===== src/logic/genset_pkg.sv =====
// Package: register map, reset values and timing constants for load management
package genset_pkg;

   // Clock and time base
   localparam int CLK_PERIOD_NS = 100;
   localparam int TICK_TIME_MS = 10;
   localparam int TICK_CYCLES = (TICK_TIME_MS * 1000000) / CLK_PERIOD_NS;
   localparam int PULSE_TIME_MS = 250;
   localparam int PULSE_TICKS_INT = PULSE_TIME_MS / TICK_TIME_MS;
   localparam logic [7:0] PULSE_TICKS = PULSE_TICKS_INT[7:0];

   // Widths
   localparam int PWR_W = 16;
   localparam int TIME_W = 16;
   localparam int STEPS = 5;
   localparam int NUM_DOUT = 8;
   localparam int SEL_W = 3;

   // Register byte offsets
   localparam logic [7:0] SHED_HIGH_OFS = 8'h00;
   localparam logic [7:0] SHED_LOW_OFS = 8'h04;
   localparam logic [7:0] ADD_LEVEL_OFS = 8'h08;
   localparam logic [7:0] SUB_LEVEL_OFS = 8'h0c;
   localparam logic [7:0] STEP_DELAY_OFS = 8'h10;
   localparam logic [7:0] CROSS_DELAY_OFS = 8'h14;
   localparam logic [7:0] INC_QUAL_OFS = 8'h18;
   localparam logic [7:0] INC_WAIT_OFS = 8'h1c;
   localparam logic [7:0] DEC_QUAL_OFS = 8'h20;
   localparam logic [7:0] DEC_WAIT_OFS = 8'h24;
   localparam logic [7:0] ROUTE_OFS = 8'h28;
   localparam logic [7:0] STATUS_OFS = 8'h2c;

   // Reset values (power in raw units, times in ticks)
   localparam logic [15:0] SHED_HIGH_RST = 16'h0384;
   localparam logic [15:0] SHED_LOW_RST = 16'h012c;
   localparam logic [15:0] ADD_LEVEL_RST = 16'h00c8;
   localparam logic [15:0] SUB_LEVEL_RST = 16'h03e8;
   localparam logic [15:0] STEP_DELAY_RST = 16'h00c8;
   localparam logic [15:0] CROSS_DELAY_RST = 16'h012c;
   localparam logic [15:0] QUAL_RST = 16'h0064;
   localparam logic [15:0] WAIT_RST = 16'h01f4;
   localparam logic [23:0] ROUTE_RST = 24'h000000;
   localparam logic [15:0] TIME_MAX = 16'hffff;

   // Output routing sources
   typedef enum logic [2:0] {
      SRC_OFF, SRC_SHED, SRC_DUMMY, SRC_INC, SRC_DEC, SRC_ANY_ADD, SRC_ANY_SUB, SRC_ON
   } source_type;

endpackage


===== src/logic/hold_counter.sv =====
// Qualification timer: counts ticks while a condition holds continuously
`timescale 1ns/10ps
module hold_counter (
   input wire logic clk,
   input wire logic rstn,
   input wire logic ce,
   input wire logic tick,
   input wire logic hold,
   input wire logic restart,
   input wire logic [genset_pkg::TIME_W-1:0] limit,
   output logic done
);
   import genset_pkg::*;

   typedef struct packed {
      logic [TIME_W-1:0] cnt;
      logic done;
   } hold_state_type;

   hold_state_type st_q;
   hold_state_type st_d;

   always_comb begin
      st_d = st_q;
      // Any break in the condition starts the wait over
      if (!hold || restart) begin
         st_d.cnt = '0;
      end else if (tick && st_q.cnt < limit) begin
         st_d.cnt = st_q.cnt + 1'b1;
      end
      st_d.done = hold && !restart && (st_d.cnt >= limit);
   end

   always_ff @(posedge clk) begin
      if (!rstn) begin
         st_q <= '0;
      end else if (ce) begin
         st_q <= st_d;
      end
   end

   assign done = st_q.done;
endmodule


===== src/logic/genset_load_management.sv =====
// Load shedding, step add/subtract and five-step load sequencer with APB registers
//
// Chosen here: the placing of the registers and the APB slave port.
`timescale 1ns/10ps
module genset_load_management #(
   parameter int TICK_CYCLES = genset_pkg::TICK_CYCLES
) (
   input wire logic MCLK,
   input wire logic RSTN,
   input wire logic CE,
   input wire logic PSEL,
   input wire logic PENABLE,
   input wire logic PWRITE,
   input wire logic [7:0] PADDR,
   input wire logic [31:0] PWDATA,
   output logic [31:0] PRDATA,
   output logic PREADY,
   output logic PSLVERR,
   input wire logic [genset_pkg::PWR_W-1:0] POWER,
   output logic SHED_OUT,
   output logic DUMMY_OUT,
   output logic STEP_INC,
   output logic STEP_DEC,
   output logic [genset_pkg::STEPS-1:0] LOAD_ADD,
   output logic [genset_pkg::STEPS-1:0] LOAD_SUB,
   output logic [genset_pkg::NUM_DOUT-1:0] DOUT
);
   import genset_pkg::*;

   ////////////////////////////////////////////////////////////////////////////
   // State

   typedef struct packed {
      logic [15:0] shed_high;
      logic [15:0] shed_low;
      logic [15:0] add_level;
      logic [15:0] sub_level;
      logic [15:0] step_delay;
      logic [15:0] cross_delay;
      logic [15:0] increase_qualify_time;
      logic [15:0] increase_wait_time;
      logic [15:0] decrease_qualify_time;
      logic [15:0] decrease_wait_time;
      logic [23:0] route;
      logic [31:0] presc;
      logic tick;
      logic [15:0] since_inc;
      logic [15:0] since_dec;
      logic [15:0] since_add;
      logic [15:0] since_sub;
      logic shed;
      logic dummy;
      logic inc;
      logic dec;
      logic [2:0] count;
      logic [7:0] pulse_left;
      logic [STEPS-1:0] add_out;
      logic [STEPS-1:0] sub_out;
      logic [NUM_DOUT-1:0] dout;
      logic [31:0] prdata;
      logic pready;
      logic pslverr;
   } state_type;

   state_type st_q;
   state_type st_d;

   logic add_ready;
   logic sub_ready;
   logic fire_add;
   logic fire_sub;
   logic [NUM_DOUT-1:0] dout_d;
   logic [7:0] src_vec;

   localparam logic [2:0] STEPS_MAX = 3'(STEPS);
   localparam logic [31:0] TICK_LAST = 32'(TICK_CYCLES - 1);

   ////////////////////////////////////////////////////////////////////////////
   // Qualification timers

   hold_counter add_qual (
      .clk(MCLK),
      .rstn(RSTN),
      .ce(CE),
      .tick(st_q.tick),
      .hold(POWER < st_q.add_level),
      .restart(fire_add),
      .limit(st_q.increase_qualify_time),
      .done(add_ready)
   );

   hold_counter sub_qual (
      .clk(MCLK),
      .rstn(RSTN),
      .ce(CE),
      .tick(st_q.tick),
      .hold(POWER > st_q.sub_level),
      .restart(fire_sub),
      .limit(st_q.decrease_qualify_time),
      .done(sub_ready)
   );

   // One step at a time; a pulse in flight blocks the next decision
   assign fire_add = add_ready && (st_q.since_add >= st_q.increase_wait_time)
                     && (st_q.count < STEPS_MAX) && (st_q.pulse_left == 8'h00);
   assign fire_sub = sub_ready && (st_q.since_sub >= st_q.decrease_wait_time)
                     && (st_q.count != 3'h0) && (st_q.pulse_left == 8'h00)
                     && !fire_add;

   ////////////////////////////////////////////////////////////////////////////
   // Output routing, one selector per digital output

   assign src_vec = {1'b1, |st_q.sub_out, |st_q.add_out, st_q.dec, st_q.inc,
                     st_q.dummy, st_q.shed, 1'b0};

   genvar gi;
   generate
      for (gi = 0; gi < NUM_DOUT; gi++) begin : g_route
         assign dout_d[gi] = src_vec[st_q.route[gi*SEL_W +: SEL_W]];
      end
   endgenerate

   ////////////////////////////////////////////////////////////////////////////
   // Next state

   function automatic logic [15:0] sat_inc(input logic [15:0] v, input logic t);
      if (t && v != TIME_MAX) begin
         return v + 16'h0001;
      end
      return v;
   endfunction

   always_comb begin
      st_d = st_q;

      // Time base
      st_d.tick = 1'b0;
      if (st_q.presc >= TICK_LAST) begin
         st_d.presc = '0;
         st_d.tick = 1'b1;
      end else begin
         st_d.presc = st_q.presc + 32'h1;
      end

      st_d.since_inc = sat_inc(st_q.since_inc, st_q.tick);
      st_d.since_dec = sat_inc(st_q.since_dec, st_q.tick);
      st_d.since_add = sat_inc(st_q.since_add, st_q.tick);
      st_d.since_sub = sat_inc(st_q.since_sub, st_q.tick);

      // Hysteretic shedding, no enable bit on purpose
      if (POWER > st_q.shed_high) begin
         st_d.shed = 1'b1;
      end else if (POWER < st_q.shed_low) begin
         st_d.shed = 1'b0;
      end
      st_d.dummy = !st_d.shed;

      // Step increase: level output, gated only at its rising edge
      if (POWER >= st_q.shed_low) begin
         st_d.inc = 1'b0;
      end else if (!st_q.inc && st_q.since_inc >= st_q.step_delay
                   && st_q.since_dec >= st_q.cross_delay) begin
         st_d.inc = 1'b1;
         st_d.since_inc = '0;
      end

      // Step decrease, mirror image; the external system closes the loop
      if (POWER <= st_q.shed_high) begin
         st_d.dec = 1'b0;
      end else if (!st_q.dec && st_q.since_dec >= st_q.step_delay
                   && st_q.since_inc >= st_q.cross_delay) begin
         st_d.dec = 1'b1;
         st_d.since_dec = '0;
      end

      // Five-step sequencer
      if (st_q.pulse_left != 8'h00) begin
         if (st_q.tick) begin
            st_d.pulse_left = st_q.pulse_left - 8'h01;
         end
         if (st_d.pulse_left == 8'h00) begin
            st_d.add_out = '0;
            st_d.sub_out = '0;
         end
      end
      if (fire_add) begin
         st_d.add_out = '0;
         st_d.add_out[st_q.count] = 1'b1;
         st_d.count = st_q.count + 3'h1;
         st_d.pulse_left = PULSE_TICKS;
         st_d.since_add = '0;
      end else if (fire_sub) begin
         st_d.sub_out = '0;
         st_d.sub_out[st_q.count - 3'h1] = 1'b1;
         st_d.count = st_q.count - 3'h1;
         st_d.pulse_left = PULSE_TICKS;
         st_d.since_sub = '0;
      end

      st_d.dout = dout_d;

      // APB slave: answer prepared in setup, so access completes at once
      st_d.pready = 1'b0;
      if (PSEL && !PENABLE) begin
         st_d.pready = 1'b1;
         st_d.pslverr = 1'b0;
         st_d.prdata = '0;
         unique case (PADDR)
            SHED_HIGH_OFS: st_d.prdata[15:0] = st_q.shed_high;
            SHED_LOW_OFS: st_d.prdata[15:0] = st_q.shed_low;
            ADD_LEVEL_OFS: st_d.prdata[15:0] = st_q.add_level;
            SUB_LEVEL_OFS: st_d.prdata[15:0] = st_q.sub_level;
            STEP_DELAY_OFS: st_d.prdata[15:0] = st_q.step_delay;
            CROSS_DELAY_OFS: st_d.prdata[15:0] = st_q.cross_delay;
            INC_QUAL_OFS: st_d.prdata[15:0] = st_q.increase_qualify_time;
            INC_WAIT_OFS: st_d.prdata[15:0] = st_q.increase_wait_time;
            DEC_QUAL_OFS: st_d.prdata[15:0] = st_q.decrease_qualify_time;
            DEC_WAIT_OFS: st_d.prdata[15:0] = st_q.decrease_wait_time;
            ROUTE_OFS: st_d.prdata[23:0] = st_q.route;
            STATUS_OFS: st_d.prdata[16:0] = {st_q.sub_out, st_q.add_out, st_q.count,
                                              st_q.dec, st_q.inc, st_q.dummy, st_q.shed};
            default: st_d.pslverr = 1'b1;
         endcase
      end
      if (PSEL && PENABLE && st_q.pready && PWRITE) begin
         unique case (PADDR)
            SHED_HIGH_OFS: st_d.shed_high = PWDATA[15:0];
            SHED_LOW_OFS: st_d.shed_low = PWDATA[15:0];
            ADD_LEVEL_OFS: st_d.add_level = PWDATA[15:0];
            SUB_LEVEL_OFS: st_d.sub_level = PWDATA[15:0];
            STEP_DELAY_OFS: st_d.step_delay = PWDATA[15:0];
            CROSS_DELAY_OFS: st_d.cross_delay = PWDATA[15:0];
            INC_QUAL_OFS: st_d.increase_qualify_time = PWDATA[15:0];
            INC_WAIT_OFS: st_d.increase_wait_time = PWDATA[15:0];
            DEC_QUAL_OFS: st_d.decrease_qualify_time = PWDATA[15:0];
            DEC_WAIT_OFS: st_d.decrease_wait_time = PWDATA[15:0];
            ROUTE_OFS: st_d.route = PWDATA[23:0];
            default: ;
         endcase
      end
   end

   ////////////////////////////////////////////////////////////////////////////
   // Registers

   always_ff @(posedge MCLK) begin
      if (!RSTN) begin
         st_q <= '0;
         st_q.shed_high <= SHED_HIGH_RST;
         st_q.shed_low <= SHED_LOW_RST;
         st_q.add_level <= ADD_LEVEL_RST;
         st_q.sub_level <= SUB_LEVEL_RST;
         st_q.step_delay <= STEP_DELAY_RST;
         st_q.cross_delay <= CROSS_DELAY_RST;
         st_q.increase_qualify_time <= QUAL_RST;
         st_q.increase_wait_time <= WAIT_RST;
         st_q.decrease_qualify_time <= QUAL_RST;
         st_q.decrease_wait_time <= WAIT_RST;
         st_q.route <= ROUTE_RST;
         // Guard timers start expired so the first decision is not delayed
         st_q.since_inc <= TIME_MAX;
         st_q.since_dec <= TIME_MAX;
         st_q.since_add <= TIME_MAX;
         st_q.since_sub <= TIME_MAX;
         st_q.dummy <= 1'b1;
      end else if (CE) begin
         st_q <= st_d;
      end
   end

   assign PRDATA = st_q.prdata;
   assign PREADY = st_q.pready;
   assign PSLVERR = st_q.pslverr;
   assign SHED_OUT = st_q.shed;
   assign DUMMY_OUT = st_q.dummy;
   assign STEP_INC = st_q.inc;
   assign STEP_DEC = st_q.dec;
   assign LOAD_ADD = st_q.add_out;
   assign LOAD_SUB = st_q.sub_out;
   assign DOUT = st_q.dout;
endmodule


===== config.mk =====
export PLATFORM = sky130hd
export DESIGN_NAME = genset_load_management
export DESIGN_NICKNAME = d
export VERILOG_FILES = /design/src/logic/genset_pkg.sv /design/src/logic/hold_counter.sv /design/src/logic/genset_load_management.sv
export SDC_FILE = /design/constraint.sdc
export NUM_CORES = 1
export LEC_CHECK = 0
export BUFFER_PORTS_ARGS = -buffer_cell sky130_fd_sc_hd__buf_2
export CORE_ASPECT_RATIO = 1.75
export CORE_MARGIN = 1
export CORE_UTILIZATION = 25
export CTS_BUF_LIST = sky130_fd_sc_hd__clkbuf_16
export DETAILED_ROUTE_END_ITERATION = 10
export SYNTH_ARGS = -nofsm -noshare
export SYNTH_HDL_FRONTEND = slang
export SYNTH_HIERARCHICAL = 1
export SYNTH_SLANG_ARGS = --single-unit

===== constraint.sdc =====
create_clock -name MCLK -period 4.74 [get_ports MCLK]
set_input_delay 0.711 -clock MCLK [delete_from_list [all_inputs] [get_ports MCLK]]
set_output_delay 0.711 -clock MCLK [all_outputs]
set_load 0.01 [all_outputs]

[Word-level counts from Yosys, hierarchy flattened]
Cells that the tools add are included.
Operators by class
  $add $sub $neg: 10
  $lt $le $gt $ge: 30
  eq/ne operators: 15
  muxes and demuxes: 65
  reduce and logical (&&, ||, !) cells: 70
Operators by type and width (count)
  2-to-1 mux 16 bit: 19
  one-hot mux 16 bit (12 select lines): 1
  >= comparator 16 bit: 9
  adder 16 x 1 -> 16 bit (second input constant): 6
  < comparator 16 bit: 4
  != test 16 bit (second input constant): 4
  < comparator 3 x 4 -> 1 bit (second input constant): 10
  AND reduction 3 bit: 12
  adder 32 x 1 -> 32 bit (second input constant): 1
  equality test 8 x 5 -> 1 bit (second input constant): 4
  equality test 8 x 6 -> 1 bit (second input constant): 4
  >= comparator 32 x 17 -> 1 bit (second input constant): 1
  greater-than comparator 16 bit: 2
  2-to-1 mux 32 bit: 1
  logical AND 1 bit: 27
  binary-select mux 1 bit (select 3 bit): 8
  logical NOT 8 bit: 3
  2-to-1 mux 1 bit: 22
  2-to-1 mux 11 bit: 2
  2-to-1 mux 18 bit: 1
  equality test 8 x 4 -> 1 bit (second input constant): 2
  <= comparator 16 bit: 1
  2-to-1 mux 8 bit: 2
  2-to-1 mux 5 bit: 3
  other kinds (19): 41
Storage, ports and cells
  flip-flop bits (word level): 374
  bits of input ports: 62
  word-level logic and storage cells: 223

[Depth between registers and ports, before layout]
Gate-level depths: netlist of run 1.
  word-level depth: 10
  depth in mapped cells: 23
  depth with buffers taken out: 21

[Modules after synthesis]
The synthesis of run 1 kept the hierarchy.
By module, submodules not included
  genset_load_management: instances 1, cells an instance 2425, area each 19373.6 µm², sequential area each 6806.5 µm²
  hold_counter (sub_qual): instances 1, cells an instance 285, area each 2134.5 µm², sequential area each 340.3 µm²
  hold_counter (add_qual): instances 1, cells an instance 276, area each 2047.0 µm², sequential area each 340.3 µm²

[Worst setup path after synthesis of run 1]
OpenSTA, ideal clock, no wires.
  path kind: input -> register
  start point: input port POWER[1] (netlist name)
  end point: register add_qual.st_q, in the netlist add_qual/done
  setup time: 0.138 ns
  data arrival time: 3.849 ns
  data required time: 4.602 ns
  path slack: 0.753 ns
  cell stages on the path: 18
  buffers on the path: 1
  cells stage by stage: ha_1 a21boi_0 o21a_1 o21ai_0 a21oi_1 o211ai_1 a211oi_1 a2111oi_0 nor2b_1 clkbuf_1 nand2_1 ha_1 nand2b_1 a21o_1 a21oi_1 o21ai_0 a41oi_1 o221ai_1
On the way
  cells in the longest elaborated chain, start to end: 6
  elaborated cells on any way between the ends: 7
Ends and longest elaborated chain
  start: declaration: RTL line genset_load_management.sv:19  | input wire logic [genset_pkg::PWR_W-1:0] POWER,
  < comparator 16 bit *: RTL line genset_load_management.sv:86  | .hold(POWER < st_q.add_level),
  logical NOT 1 bit: RTL line hold_counter.sv:26  | if (!hold || restart) begin
  logical OR 1 bit: RTL line hold_counter.sv:26
  2-to-1 mux 16 bit: RTL line hold_counter.sv:26
  >= comparator 16 bit: RTL line hold_counter.sv:31  | st_d.done = hold && !restart && (st_d.cnt >= limit);
  logical AND 1 bit *: RTL line hold_counter.sv:31
  end signal: assignment: RTL line hold_counter.sv:38  | st_q <= st_d;
  end: declaration: RTL line hold_counter.sv:20  | hold_state_type st_q;
Mark *: on every way between the ends. The rest lies on a longest branch, timed or not.
A chain may end at the register's enable or synchronous reset.

==> results.rst, run 1 <==
.. list-table::
   :header-rows: 1

   * - Metric
     - Value
   * - Status
     - finished, violations left
   * - Violated checks
     - DRC
   * - Fraction of registers with async set or reset after synthesis
     - 0%
   * - Maximum number of pins on one net before global-route repair
     - about 140
   * - Number of max-capacitance violations reported
     - 0
   * - Core Area
     - 93100 µm²
   * - Crit path launch type
     - flip-flop
   * - Worst-path cell with the longest stage delay
     - dfxtp_1
   * - Final layout net count
     - between 3000 and 4000
   * - First-pass iteration count of the detailed router
     - 10
   * - Detail Route met2 WL
     - approximately 46000 µm
   * - Unrepaired setup endpoints after global routing
     - false
   * - Horizontal die dimension
     - between 200 and 250 µm
   * - Power per standard cell area
     - roughly 290 nW/µm²
   * - Starting density of the core
     - between 20% and 30%
   * - Sink count of the clock tree
     - 374
   * - Htree depth
     - 2
   * - Largest stage delay on the critical path
     - ~630 ps
   * - Worst EP arrival
     - between 4000 and 5000 ps
   * - Count of final hold-check violations
     - 0
   * - Clock root cell
     - clkbuf_16
   * - Setup Total Neg Slack
     - 0 ps
   * - Wire length of the first global-routing pass
     - between 100000 and 150000 µm
   * - Highest routing layer actually used
     - met5
   * - Maximum achievable frequency
     - between 200 and 250 MHz
   * - Sequential area share after synthesis
     - between 30% and 40%
   * - Startpoint of the most critical hold path
     - PWDATA[23]
   * - Most used standard cell by instance count after synthesis
     - nand2_1
   * - Post-synth top area cell
     - dfxtp_1
   * - Most frequently used flop master after synthesis
     - dfxtp_1
   * - Netlist Area Pre-Place
     - roughly 24000 µm²
   * - Worst slew margin relative to its limit
     - 3.37%
   * - Routed wire length
     - between 90000 and 100000 µm
   * - Routability congestion estimate from global placement
     - between 0.9 and 1
   * - Cells resized by post-CTS repair
     - 0
   * - Number of primary I/O pins
     - between 100 and 150
   * - Period Utilization, post-route
     - around 90%
   * - Post-CTS Hold Buffers
     - 0
   * - Worst r2r src
     - st_q[222]$_SDFFE_PN1P_
   * - Met1 wire length
     - ~32000 µm
   * - Number of flip-flops and latches in the synthesized netlist
     - between 300 and 400
   * - Worst Hold Path EP
     - st_q[187]$_SDFFE_PN0P_
   * - Number of clock buffers inserted by TritonCTS
     - 38
   * - Std cell rows
     - between 100 and 150
   * - Number of vias after detailed routing
     - 22741
   * - Residual antenna-violating net count after detailed routing
     - 0
   * - Warnings from Yosys
     - 6
   * - Worst skew pair latency
     - 590 ps
   * - Wire length on met3
     - around 6000 µm
   * - Per-cell routed wire length
     - between 20 and 25 µm
   * - Overall track demand over capacity in global routing
     - 19.2%
   * - Standby leakage power
     - slightly below 10 nW
   * - DRC viols
     - 14
   * - Final Setup Violations
     - 0
   * - Number of synthesized flops with an enable pin
     - 0
   * - Number of antenna violations at the first check in global routing
     - 14
   * - Area overhead of the layout relative to synthesis
     - 12.5%
   * - Fraction of layout instances using a drive strength above 1
     - under 10%
   * - Post-Route Skew
     - roughly 33 ps
   * - Slew of the pin with the lowest slew margin
     - around 1400 ps
   * - Post-DP HPWL
     - between 70000 and 80000 µm
   * - Vias in the first global route
     - roughly 22000
   * - Violation count after the first detailed-routing iteration
     - between 1500 and 2000
   * - Number of cells on the worst hold path
     - 3
   * - Remaining global-route overflow
     - 0
   * - Hold WS
     - 374 ps
   * - Cells along the critical path
     - inv_1 > ha_1 > a211o_1 > a31oi_1 > o21ai_0 > a31oi_1 > a21oi_4 > nand2b_1 > inv_4 > nand2b_1 > nor2_1 > a41o_1 > ha_1 > and4_1 > a21oi_1 > nand2_1 > a41oi_1 > o21ai_0
   * - Vertical die dimension
     - 408 µm
   * - VDD IR max
     - approximately 280 µV
   * - Via-to-Cell Ratio
     - ~5.4
   * - Buffers on Ports
     - around 100
   * - Mean instance size in the synthesized netlist
     - 7.89 µm²
   * - Type of the tightest min-delay check
     - primary input to flip-flop
   * - Fraction of post-synthesis cell area in the top cell type by area
     - a little under a third
   * - Data required time of the worst path
     - roughly 5200 ps
   * - Postcts setup bufs
     - 0
   * - CTS tree
     - built
   * - Reg2reg end
     - sub_qual/done$_SDFFE_PN0P_
   * - Number of cell instances on the worst register-to-register path
     - 18
   * - Pins Over Slew Limit
     - 0
   * - Die ar.
     - approximately 96000 µm²
   * - Max Root-Sink Buffers
     - 3
   * - Top area cells in the synthesized netlist
     - dfxtp_1, ha_1, nand2_1, a21oi_1, inv_1
   * - Number of distinct standard cells referenced by the synthesized netlist
     - 93
   * - Leading cell types by count after synthesis
     - nand2_1, dfxtp_1, a21oi_1, ha_1, inv_1
   * - Worst reg-to-reg setup slack
     - 400 ps
   * - Maximum fanout along the worst path
     - 22
   * - Worst Path Class, Setup
     - flip-flop to flip-flop
   * - Cells after synthesis
     - 2986
   * - Critical path endpoint category
     - flip-flop
   * - Clock-pin slew reported for the worst setup and hold paths after clock tree synthesis
     - around 70 ps
   * - Clock period minus worst slack
     - ~4300 ps
[sequential cells by signal, summed over array words and instances (netlist names), 5 cells and up]
name,flops
st_q,292
PRDATA,24
add_qual/st_q,16
sub_qual/st_q,16
DOUT,8
LOAD_ADD,5
LOAD_SUB,5
[report_power, final]
part	internal [mW]	switching, mW	total (mW)
logic	0.268	0.477	0.745
clock network	2.05	1.49	3.54
registers	3.19	0.111	3.30
[cell type report]
cell class                 instances  area [µm²]
antenna                            6        15.0
fill                           10007       66600
tap                             1200        1500
multi-input combinational       2201       14300
inverter                         190         721
clock buffer                      38         951
timing repair buffer             170        1050
clock inverter                    31         463
sequential                       374        7490
[cells in the final DEF (no fill, tap or decap), types with 22 or more instances in the layout]
| master | instances |
|---|---|
| nand2_1 | 493 |
| dfxtp_1 | 374 |
| a21oi_1 | 275 |
| ha_1 | 232 |
| inv_1 | 188 |
| nor2_1 | 180 |
| buf_2 | 99 |
| o21ai_0 | 94 |
| nand3_1 | 80 |
| buf_4 | 69 |
| nand4_1 | 58 |
| o211ai_1 | 46 |
| nor3_1 | 45 |
| and3_1 | 41 |
| a31oi_1 | 38 |
| clkbuf_16 | 38 |
| a21o_1 | 36 |
| xnor2_1 | 35 |
| xor2_1 | 29 |
| nor4_1 | 26 |
| a222oi_1 | 26 |
| nor2b_1 | 25 |
| and4_1 | 23 |
| a221oi_1 | 22 |
| a22oi_1 | 22 |
[per-stage QoR]
| step | instances | area, µm² | power (mW) | util [%] | setup WS [ps] |
|---|---|---|---|---|---|
| 5_1_grt | 4205 | 26500 | 7.82 | 28.4 | 177 |
| 3_5_place_dp | 4135 | 25100 | 4.11 | 26.9 | 294 |
| 4_1_cts | 4204 | 26500 | 7.63 | 28.4 | 505 |
| 2_1_floorplan | 2993 | 23600 | 3.82 | - | 753 |
| 6_report | 4210 | 26500 | 7.59 | 28.5 | 404 |
| 3_3_place_gp | 4135 | 25100 | 4.09 | 26.9 | 277 |
[layer usage]
| metal | up-vias | track usage [%] |
|---|---|---|
| met3 | 336 | 2.93 |
| met5 | - | 0 |
| met4 | 6 | 17.5 |
| met1 | 10888 | 19.6 |
| li1 | 10645 | - |
| met2 | 866 | 33.3 |
[how the worst max path moves through the flow]
stage | startpoint | end | slack, ps | depth (start not counted)
6_report | st_q[222]$_SDFFE_PN1P_ | sub_qual/done$_SDFFE_PN0P_ | 400 | 18
3_3_place_gp | POWER[1] | add_qual/done$_SDFFE_PN0P_ | 280 | 21
3_5_place_dp | POWER[1] | add_qual/done$_SDFFE_PN0P_ | 290 | 21
5_1_grt | st_q[222]$_SDFFE_PN1P_ | sub_qual/done$_SDFFE_PN0P_ | 180 | 19
2_1_floorplan | POWER[1] | add_qual/done$_SDFFE_PN0P_ | 750 | 18
4_1_cts | st_q[241]$_SDFFE_PN1P_ | add_qual/done$_SDFFE_PN0P_ | 500 | 15
[kinds of logic after synthesis]
kind of cell,count (synthesis),synth area share (%)
buf+inv,418,7.87
xor+xnor,64,2.38
other cells,1,0.0159
mux,23,1.40
flops,374,31.8
compound gates,771,21.7
fa+ha+maj,232,12.3
simple gates,1103,22.5
[critical path, delay by kind of cell (launching register included)]
kind / cells / cell delay, ps
AO/OA/AOI/OAI: 9 / 1780
AND/OR/NAND/NOR: 5 / 780
flip-flops: 1 / 630
buffers and inverters: 2 / 390
adder cells (fa/ha/maj): 2 / 610
(Power assumes the default switching activity.)
==> run 2, diff against run 1 <==
Settings changed: SKIP_LAST_GASP set to 1, SYNTH_HIERARCHICAL 1 to unset.
==> run 2 against run 1 <==
The run ends with slew limit left. Global-route usage is 0.48 points lower. First-iteration DRC count is 1.2% lower. Die area is 2.1% lower. Worst hold slack better by 15 ps. Flip-flop and latch count stayed put. Cell area is 3.3% lower. Largest cell class unchanged. Largest power group is now sequential cells. Highest routed layer is now met4.
==> results.rst, run 2 <==
.. list-table::
   :header-rows: 1

   * - Metric
     - Value
   * - Status
     - finished, violations left
   * - Violated checks
     - slew limit
   * - Vertical die dimension
     - 404 µm (-1.1%)
   * - Maximum number of pins on one net before global-route repair
     - 159 (+16%)
   * - Postcts setup bufs
     - 0 (unchanged)
   * - Sequential area share after synthesis
     - 32.5% (+0.69 points)
   * - Fraction of post-synthesis cell area in the top cell type by area
     - 32.5% (+0.69 points)
   * - Area of combinational cells with multiple inputs
     - 13900 µm² (-2.8%)
   * - Via-to-Cell Ratio
     - 5.34 (-1.2%)
   * - CTS tree
     - built
   * - Post-CTS Hold Buffers
     - 0 (unchanged)
   * - Top area cells in the synthesized netlist
     - dfxtp_1, ha_1, nand2_1, a21oi_1, inv_1
   * - VDD IR max
     - 261 µV (-6.7%)
   * - Std cell rows
     - 147 (-0.68%)
   * - Violation count after the first detailed-routing iteration
     - 1669 (-1.2%)
   * - Worst r2r src
     - st_q[210]$_SDFFE_PN1P_
   * - Area taken by flip-flops and latches
     - 7490 µm² (unchanged)
   * - Non-Filler Instances
     - 4144 (-1.6%)
   * - Vias in the first global route
     - 20891 (-3.0%)
   * - Clock period minus worst slack
     - 4240 ps (-96.6 ps)
   * - Number of distinct standard cells referenced by the synthesized netlist
     - 90 (-3.2%)
   * - Unrepaired setup endpoints after global routing
     - false
   * - Number of synthesized flops with an enable pin
     - 0 (unchanged)
   * - Sink count of the clock tree
     - 374 (unchanged)
   * - Final-layout fill cell count
     - 10023 (+0.16%)
   * - Hold WS
     - 389 ps (+14.8 ps)
   * - Worst EP arrival
     - 4680 ps (-100 ps)
   * - Number of max-capacitance violations reported
     - 0 (unchanged)
   * - Clock-pin slew reported for the worst setup and hold paths after clock tree synthesis
     - 70 ps (about the same)
   * - Data required time of the worst path
     - 5180 ps (about the same)
   * - Residual antenna-violating net count after detailed routing
     - 0 (unchanged)
   * - Critical path endpoint category
     - flip-flop
   * - Wire length of the first global-routing pass
     - 132000 µm (-4.1%)
   * - Cells resized by post-CTS repair
     - 0 (unchanged)
   * - Number of antenna violations at the first check in global routing
     - 2 (-12)
   * - Routability congestion estimate from global placement
     - 0.999 (+0.79%)
   * - Power Total
     - 6.89 mW (-9.2%)
   * - Most used standard cell by instance count after synthesis
     - nand2_1
   * - Most common library cell in the layout ignoring fill and taps
     - nand2_1
   * - Leading cell types by count after synthesis
     - nand2_1, dfxtp_1, a21oi_1, ha_1
   * - Count of final hold-check violations
     - 0 (unchanged)
   * - Worst Path Class, Setup
     - flip-flop to flip-flop
   * - Warnings from Yosys
     - 0 (-6)
   * - Critical path's most frequent cell
     - o21ai_0
   * - Core Area
     - 91600 µm² (-1.7%)
   * - Area overhead of the layout relative to synthesis
     - 11.1%
   * - Number of flip-flops and latches in the synthesized netlist
     - 374 (unchanged)
   * - DRC viols
     - 0 (-14)
   * - Number of clock buffers inserted by TritonCTS
     - 36 (-5.3%)
   * - Maximum achievable frequency
     - 236 MHz (+2.3%)
   * - Post-Route Skew
     - 12.9 ps (-20.0 ps)
   * - Number of cell instances on the worst register-to-register path
     - 19 (+1)
   * - Number of cells on the worst hold path
     - 3 (unchanged)
   * - Type of the tightest min-delay check
     - primary input to flip-flop
   * - Cell area after layout
     - 25600 µm² (-3.3%)
   * - Pins Over Slew Limit
     - 1 (+1)
   * - Routed wire length
     - 89700 µm (-4.1%)
   * - Final Setup Violations
     - 0 (unchanged)
   * - Horizontal die dimension
     - 232 µm (-1.1%)
   * - Period Utilization, post-route
     - 89.4% (-2.0 points)
   * - Number of vias after detailed routing
     - 22109 (-2.8%)
   * - Cells along the critical path
     - inv_1 > ha_1 > nand3_1 > o221ai_1 > a21oi_1 > nor4_1 > or2_1 > xnor2_1 > nand2_1 > ha_1 > nand2b_1 > a21o_1 > a21oi_1 > o21ai_0 > a2111oi_0 > buf_4 > nor4_1 > o21ai_0 > o21ai_0
   * - Largest register FFs
     - 292 (unchanged)
   * - Post-synth top area cell
     - dfxtp_1
   * - Crit path launch type
     - flip-flop
   * - Most frequently used flop master after synthesis
     - dfxtp_1
   * - Register containing the most flip-flops in the final layout
     - st_q
   * - Clock root cell
     - clkbuf_16
   * - Setup Total Neg Slack
     - 0 ps (unchanged)
   * - First-pass iteration count of the detailed router
     - 6 (-4)
   * - Top library cells by usage in the layout, fill and taps aside
     - nand2_1, dfxtp_1, a21oi_1
   * - Worst-path cell with the longest stage delay
     - a2111oi_0
   * - Worst reg-to-reg setup slack
     - 500 ps (+100 ps)
   * - Fraction of layout instances using a drive strength above 1
     - 8.23% (-1.6 points)
   * - Startpoint of the most critical hold path
     - PWDATA[19]
   * - Mean instance size in the synthesized netlist
     - 7.85 µm² (-0.48%)
   * - Worst Hold Path EP
     - st_q[183]$_SDFFE_PN0P_
   * - Die ar.
     - 93500 µm² (-2.1%)
   * - Buffers on Ports
     - 101 (unchanged)
   * - Instance area after placement
     - 24500 µm² (-2.1%)
   * - Overall track demand over capacity in global routing
     - 18.7% (-0.48 points)
   * - Fraction of registers with async set or reset after synthesis
     - 0% (unchanged)
   * - Maximum fanout along the worst path
     - 8 (-64%)
   * - Worst slew margin relative to its limit
     - -9.32% (-13 points)
   * - Worst skew pair latency
     - 570 ps (-20 ps)
   * - Starting density of the core
     - 25.2% (-0.12 points)
   * - Slew of the pin with the lowest slew margin
     - 1640 ps (+190 ps)
   * - Cells after synthesis
     - 2937 (-1.6%)
   * - Standby leakage power
     - 9.74 nW (-1.1%)
   * - Final layout net count
     - 3220 (-1.5%)
   * - Remaining global-route overflow
     - 0 (unchanged)
   * - Total placed cells including tap cells
     - 4080 (-1.3%)
   * - Power per standard cell area
     - 269 nW/µm² (-6.0%)
   * - Number of primary I/O pins
     - 118 (unchanged)
   * - Largest stage delay on the critical path
     - 480 ps (-150 ps)
   * - Post-DP HPWL
     - 67500 µm (-4.7%)
   * - Reg2reg end
     - sub_qual.done$_SDFFE_PN0P_
   * - Max Root-Sink Buffers
     - 3 (unchanged)
   * - Netlist Area Pre-Place
     - 23100 µm² (-2.1%)
   * - Per-cell routed wire length
     - 21.6 µm (-2.6%)
   * - Htree depth
     - 2 (unchanged)
==> run 2: cell count changes in the layout (fill, tap and decap cells not counted), moves of 12 or more <==
cell | previous run | this run
a22o_1 | 17 | 34
a22oi_1 | 22 | 41
a222oi_1 | 26 | 6
buf_4 | 69 | 54
o21ai_0 | 94 | 122
nand3_1 | 80 | 92
and3_1 | 41 | 25
a31oi_1 | 38 | 18
==> run 2: per-stage QoR <==
stage	utilization, %	worst slack, ps
2_1_floorplan	-	790
3_3_place_gp	26.8	399
3_5_place_dp	26.8	342
4_1_cts	28.0	591
5_1_grt	28.0	171
6_report	28.0	501
==> run 2: cell type report <==
type	count	area share, %
clock buffers	37	3.61
well taps	1192	5.82
diodes	1	0.00977
multi-input cells	2167	54.3
inverters	192	2.84
repair buffers	155	3.61
flip-flops and latches	374	29.2
clock inverters	26	0.576
==> run 2: critical path, delay by kind of cell, from the launching register on <==
kind                       cells  cell delay, ps
AOI/OAI and AO/OA              8            1480
and+or+nand+nor                6            1030
adders and majority gates      2             600
DFF                            1             470
buffers and inverters          2             380
xor gates and xnor gates       1             150
==> run 2: layer usage <==
metal / vias up / GRT usage (%) / share of wire [%]
li1: 10407 / - / -
met1: 10473 / 18.7 / 34
met2: 869 / 32.4 / 48
met3: 360 / 2.73 / 5.5
met4: 0 / 19.1 / 12
met5: - / 0 / 0
==> run 2: cell families (layout without fill, tap and decap cells) <==
| kind of cell | after synthesis | after routing | share of synthesized area [%] |
|---|---|---|---|
| other cells | 1 | 9 | 0.0163 |
| compound gates | 763 | 763 | 21.7 |
| xor+xnor | 75 | 75 | 2.85 |
| buf+inv | 403 | 410 | 7.50 |
| mux | 24 | 24 | 1.48 |
| flops | 374 | 374 | 32.5 |
| simple gates | 1065 | 1065 | 21.4 |
| fa+ha+maj | 232 | 232 | 12.6 |
==> run 2: worst max-delay path by stage <==
stage	start	endpoint	slack [ps]	cells after the start
3_3_place_gp	POWER[7]	sub_qual.done$_SDFFE_PN0P_	400	18
6_report	st_q[210]$_SDFFE_PN1P_	sub_qual.done$_SDFFE_PN0P_	500	19
5_1_grt	st_q[67]$_SDFFE_PN1P_	sub_qual.done$_SDFFE_PN0P_	170	19
3_5_place_dp	POWER[7]	sub_qual.done$_SDFFE_PN0P_	340	18
4_1_cts	st_q[210]$_SDFFE_PN1P_	sub_qual.done$_SDFFE_PN0P_	590	19
2_1_floorplan	POWER[7]	sub_qual.done$_SDFFE_PN0P_	790	16
==> run 2: where the power goes <==
group	switching [mW]	internal (mW)
clock	1.36	1.47
sequential	0.107	3.19
combinational	0.490	0.272
==> run 3, diff against run 2 <==
Settings changed: ABC_AREA set to 1, CORE_MARGIN 1 to 2.
==> run 3 against run 2 <==
The run now ends clean. Sequential share of layout area down 0.69 points. Sequential power up 3%. Power up 12%. Clock power up 9.5%. Wire length down 8.1%. First-iteration DRC count down 7.0%. Count of clock-buffer cells in the layout up 1. Critical path type unchanged. Critical endpoint unchanged. Largest power group unchanged.
==> results.rst, run 3 <==
.. list-table::
   :header-rows: 1

   * - Metric
     - Value
   * - Routed wire length
     - 82400 µm (-8.1%)
   * - Number of antenna violations at the first check in global routing
     - 4 (+2)
   * - Htree depth
     - 2 (unchanged)
   * - Std cell rows
     - 149 (+1.4%)
   * - Most used standard cell by instance count after synthesis
     - nand2_1
   * - Worst Hold Path EP
     - st_q[181]$_SDFFE_PN0P_
   * - Number of distinct standard cells referenced by the synthesized netlist
     - 55 (-39%)
   * - Setup Total Neg Slack
     - 0 ps (unchanged)
   * - Crit path launch type
     - flip-flop
   * - Worst r2r src
     - sub_qual.st_q[10]$_SDFFE_PN0P_
   * - Critical path endpoint category
     - flip-flop
   * - Worst skew pair latency
     - 570 ps (about the same)
   * - Buffers on Ports
     - 101 (unchanged)
   * - Most frequently used flop master after synthesis
     - dfxtp_1
   * - Register containing the most flip-flops in the final layout
     - st_q
   * - Sink count of the clock tree
     - 374 (unchanged)
   * - Standby leakage power
     - 11.4 nW (+17%)
   * - Number of primary I/O pins
     - 118 (unchanged)
   * - Overall track demand over capacity in global routing
     - 16.4% (-2.3 points)
   * - Postcts setup bufs
     - 0 (unchanged)
   * - Slew of the pin with the lowest slew margin
     - 1310 ps (-330 ps)
   * - Remaining global-route overflow
     - 0 (unchanged)
   * - Mean instance size in the synthesized netlist
     - 7.00 µm² (-11%)
   * - Cells resized by post-CTS repair
     - 0 (unchanged)
   * - Routability congestion estimate from global placement
     - 0.891 (-11%)
   * - Final Setup Violations
     - 0 (unchanged)
   * - Clock period minus worst slack
     - 3600 ps (-641 ps)
   * - Top area cells in the synthesized netlist
     - dfxtp_1, ha_1, nand2_1, a21oi_1, inv_1
   * - Violation count after the first detailed-routing iteration
     - 1553 (-7.0%)
   * - Starting density of the core
     - 25.2% (+0.068 points)
   * - Data required time of the worst path
     - 5210 ps (+30 ps)
   * - Clock-pin slew reported for the worst setup and hold paths after clock tree synthesis
     - 70 ps (about the same)
   * - Die ar.
     - 98000 µm² (+4.8%)
   * - Worst Path Class, Setup
     - flip-flop to flip-flop
   * - Fraction of registers with async set or reset after synthesis
     - 0% (unchanged)
   * - CTS tree
     - built
   * - Fraction of post-synthesis cell area in the top cell type by area
     - 31.4% (-1.1 points)
   * - Warnings from Yosys
     - 0 (unchanged)
   * - Leading cell types by count after synthesis
     - nand2_1, a21oi_1, inv_1, dfxtp_1, o21ai_0
   * - Final layout net count
     - 3673 (+14%)
   * - Type of the tightest min-delay check
     - primary input to flip-flop
   * - Post-DP HPWL
     - 62300 µm (-7.7%)
   * - VDD IR max
     - 261 µV (-0.21%)
   * - Number of vias after detailed routing
     - 22610 (+2.3%)
   * - Worst EP arrival
     - 4070 ps (-610 ps)
   * - Number of synthesized flops with an enable pin
     - 0 (unchanged)
   * - Maximum number of pins on one net before global-route repair
     - 182 (+14%)
   * - Clock root cell
     - clkbuf_16
   * - Most common library cell in the layout ignoring fill and taps
     - nand2_1
   * - Max Root-Sink Buffers
     - 3 (unchanged)
   * - Largest register FFs
     - 292 (unchanged)
   * - Worst reg-to-reg setup slack
     - 1140 ps (+640 ps)
   * - Vertical die dimension
     - 413 µm (+2.2%)
   * - Startpoint of the most critical hold path
     - PWDATA[17]
   * - Via-to-Cell Ratio
     - 4.90 (-8.2%)
   * - Final-layout fill cell count
     - 10217 (+1.9%)
   * - Fraction of layout instances using a drive strength above 1
     - 7.46% (-0.78 points)
   * - Post-CTS Hold Buffers
     - 0 (unchanged)
   * - Worst slew margin relative to its limit
     - 12.6% (+22 points)
   * - Maximum fanout along the worst path
     - 17 (+9)
   * - Reg2reg end
     - sub_qual.done$_SDFFE_PN0P_
   * - Post-synth top area cell
     - dfxtp_1
   * - Core Area
     - 94500 µm² (+3.2%)
   * - Unrepaired setup endpoints after global routing
     - false
   * - Pins Over Slew Limit
     - 0 (-1)
   * - Per-cell routed wire length
     - 17.9 µm (-17%)
   * - Area overhead of the layout relative to synthesis
     - 9.97%
   * - Period Utilization, post-route
     - 75.9% (-14 points)
   * - Horizontal die dimension
     - 238 µm (+2.6%)
   * - Sequential area share after synthesis
     - 31.4% (-1.1 points)
   * - Power per standard cell area
     - 296 nW/µm² (+9.8%)
   * - Area taken by flip-flops and latches
     - 7490 µm² (unchanged)
   * - Number of cell instances on the worst register-to-register path
     - 22 (+3)
   * - Maximum achievable frequency
     - 278 MHz (+18%)
   * - Number of max-capacitance violations reported
     - 0 (unchanged)
   * - DRC viols
     - 0 (unchanged)
   * - First-pass iteration count of the detailed router
     - 6 (unchanged)
   * - Hold WS
     - 417 ps (+27.5 ps)
   * - Number of flip-flops and latches in the synthesized netlist
     - 374 (unchanged)
   * - Count of final hold-check violations
     - 0 (unchanged)
   * - Number of cells on the worst hold path
     - 3 (unchanged)
   * - Netlist Area Pre-Place
     - 23900 µm² (+3.5%)
   * - Top library cells by usage in the layout, fill and taps aside
     - nand2_1, inv_1, a21oi_1
   * - Vias in the first global route
     - 21452 (+2.7%)
   * - Post-Route Skew
     - 28.6 ps (+15.8 ps)
   * - Area of combinational cells with multiple inputs
     - 13800 µm² (-0.49%)
   * - Cells after synthesis
     - 3409 (+16%)
   * - Residual antenna-violating net count after detailed routing
     - 0 (unchanged)
   * - Status
     - finished, final reports clean
   * - Wire length of the first global-routing pass
     - 124000 µm (-5.7%)
   * - Number of clock buffers inserted by TritonCTS
     - 38 (+5.6%)
run 3: cell count changes in the layout (fill, tap and decap cells not counted), sizes merged, moves of 42 or more:
cell   change
a21o      -42
a21oi    +130
inv      +219
nand2    +169
nand3    +108
nor2      +71
o21ai    +148
o22ai     +87
run 3: report_power, final:
group	internal (mW)	total (mW)	switching, mW
clock	1.69	3.10	1.41
combinational	0.428	1.26	0.836
sequential	3.24	3.40	0.160
run 3: worst max-delay path by stage:
stage | startpoint | to | slack [ps] | depth (start not counted)
6_report | sub_qual.st_q[10]$_SDFFE_PN0P_ | sub_qual.done$_SDFFE_PN0P_ | 1140 | 22
4_1_cts | add_qual.st_q[6]$_SDFFE_PN0P_ | add_qual.done$_SDFFE_PN0P_ | 1160 | 20
5_1_grt | add_qual.st_q[6]$_SDFFE_PN0P_ | add_qual.done$_SDFFE_PN0P_ | 840 | 20
2_1_floorplan | POWER[1] | sub_qual.done$_SDFFE_PN0P_ | 1860 | 21
3_3_place_gp | POWER[1] | add_qual.done$_SDFFE_PN0P_ | 1170 | 24
3_5_place_dp | POWER[1] | add_qual.done$_SDFFE_PN0P_ | 1160 | 24
run 3: metrics by stage:
stage               power, mW  utilization [%]  cells  area [µm²]  setup WS (ps)
floorplan                4.33                -   3416       23900           1860
global placement         4.69             26.5   4547       25000           1170
detailed placement       4.72             26.5   4547       25000           1160
CTS                      7.82             27.8   4614       26200           1160
global route             8.10             27.8   4614       26200            836
finish                   7.76             27.8   4615       26200           1140
run 3: final cells by class:
type | count | share of cell area [%]
Sequential cell | 374 | 28.5
Antenna cell | 1 | 0.00954
Multi-Input combinational cell | 2436 | 52.7
Tap cell | 1208 | 5.76
Inverter | 415 | 5.97
Timing Repair Buffer | 114 | 2.38
Clock buffer | 38 | 3.62
Clock inverter | 29 | 0.973
run 3: per-layer routing:
layer | vias up | routed length (µm) | GRT usage (%)
li1 | 11312 | - | -
met1 | 10461 | 31600 | 17.6
met2 | 604 | 40100 | 29.4
met3 | 227 | 3650 | 1.83
met4 | 6 | 7110 | 13.0
met5 | - | 34 | 0
run 3: worst max-delay path, cell delays in order (launching register included):
cell     delay (ps)
dfxtp_1         520
ha_1            320
nand2_1          60
nand2_1          40
nand2_1          50
nand2_1          50
nand2_1          50
a21oi_1          90
nor2_4          380
nand2_2         340
nand2_1         130
nand2_1          50
nand3_1         100
inv_1            60
ha_1            290
nand2_1          50
inv_1            60
nand3_1         110
nor3_1          230
nand3_1         110
nand3_1         100
nand4_1         140
a21oi_1         180
run 3: logic make-up after synthesis:
family          share of synthesized area (%)
fa+ha+maj                                12.2
xor+xnor                                 2.97
flops                                    31.4
buf+inv                                  10.7
mux                                    0.0420
other cells                            0.0157
compound gates                           19.2
simple gates                             23.4
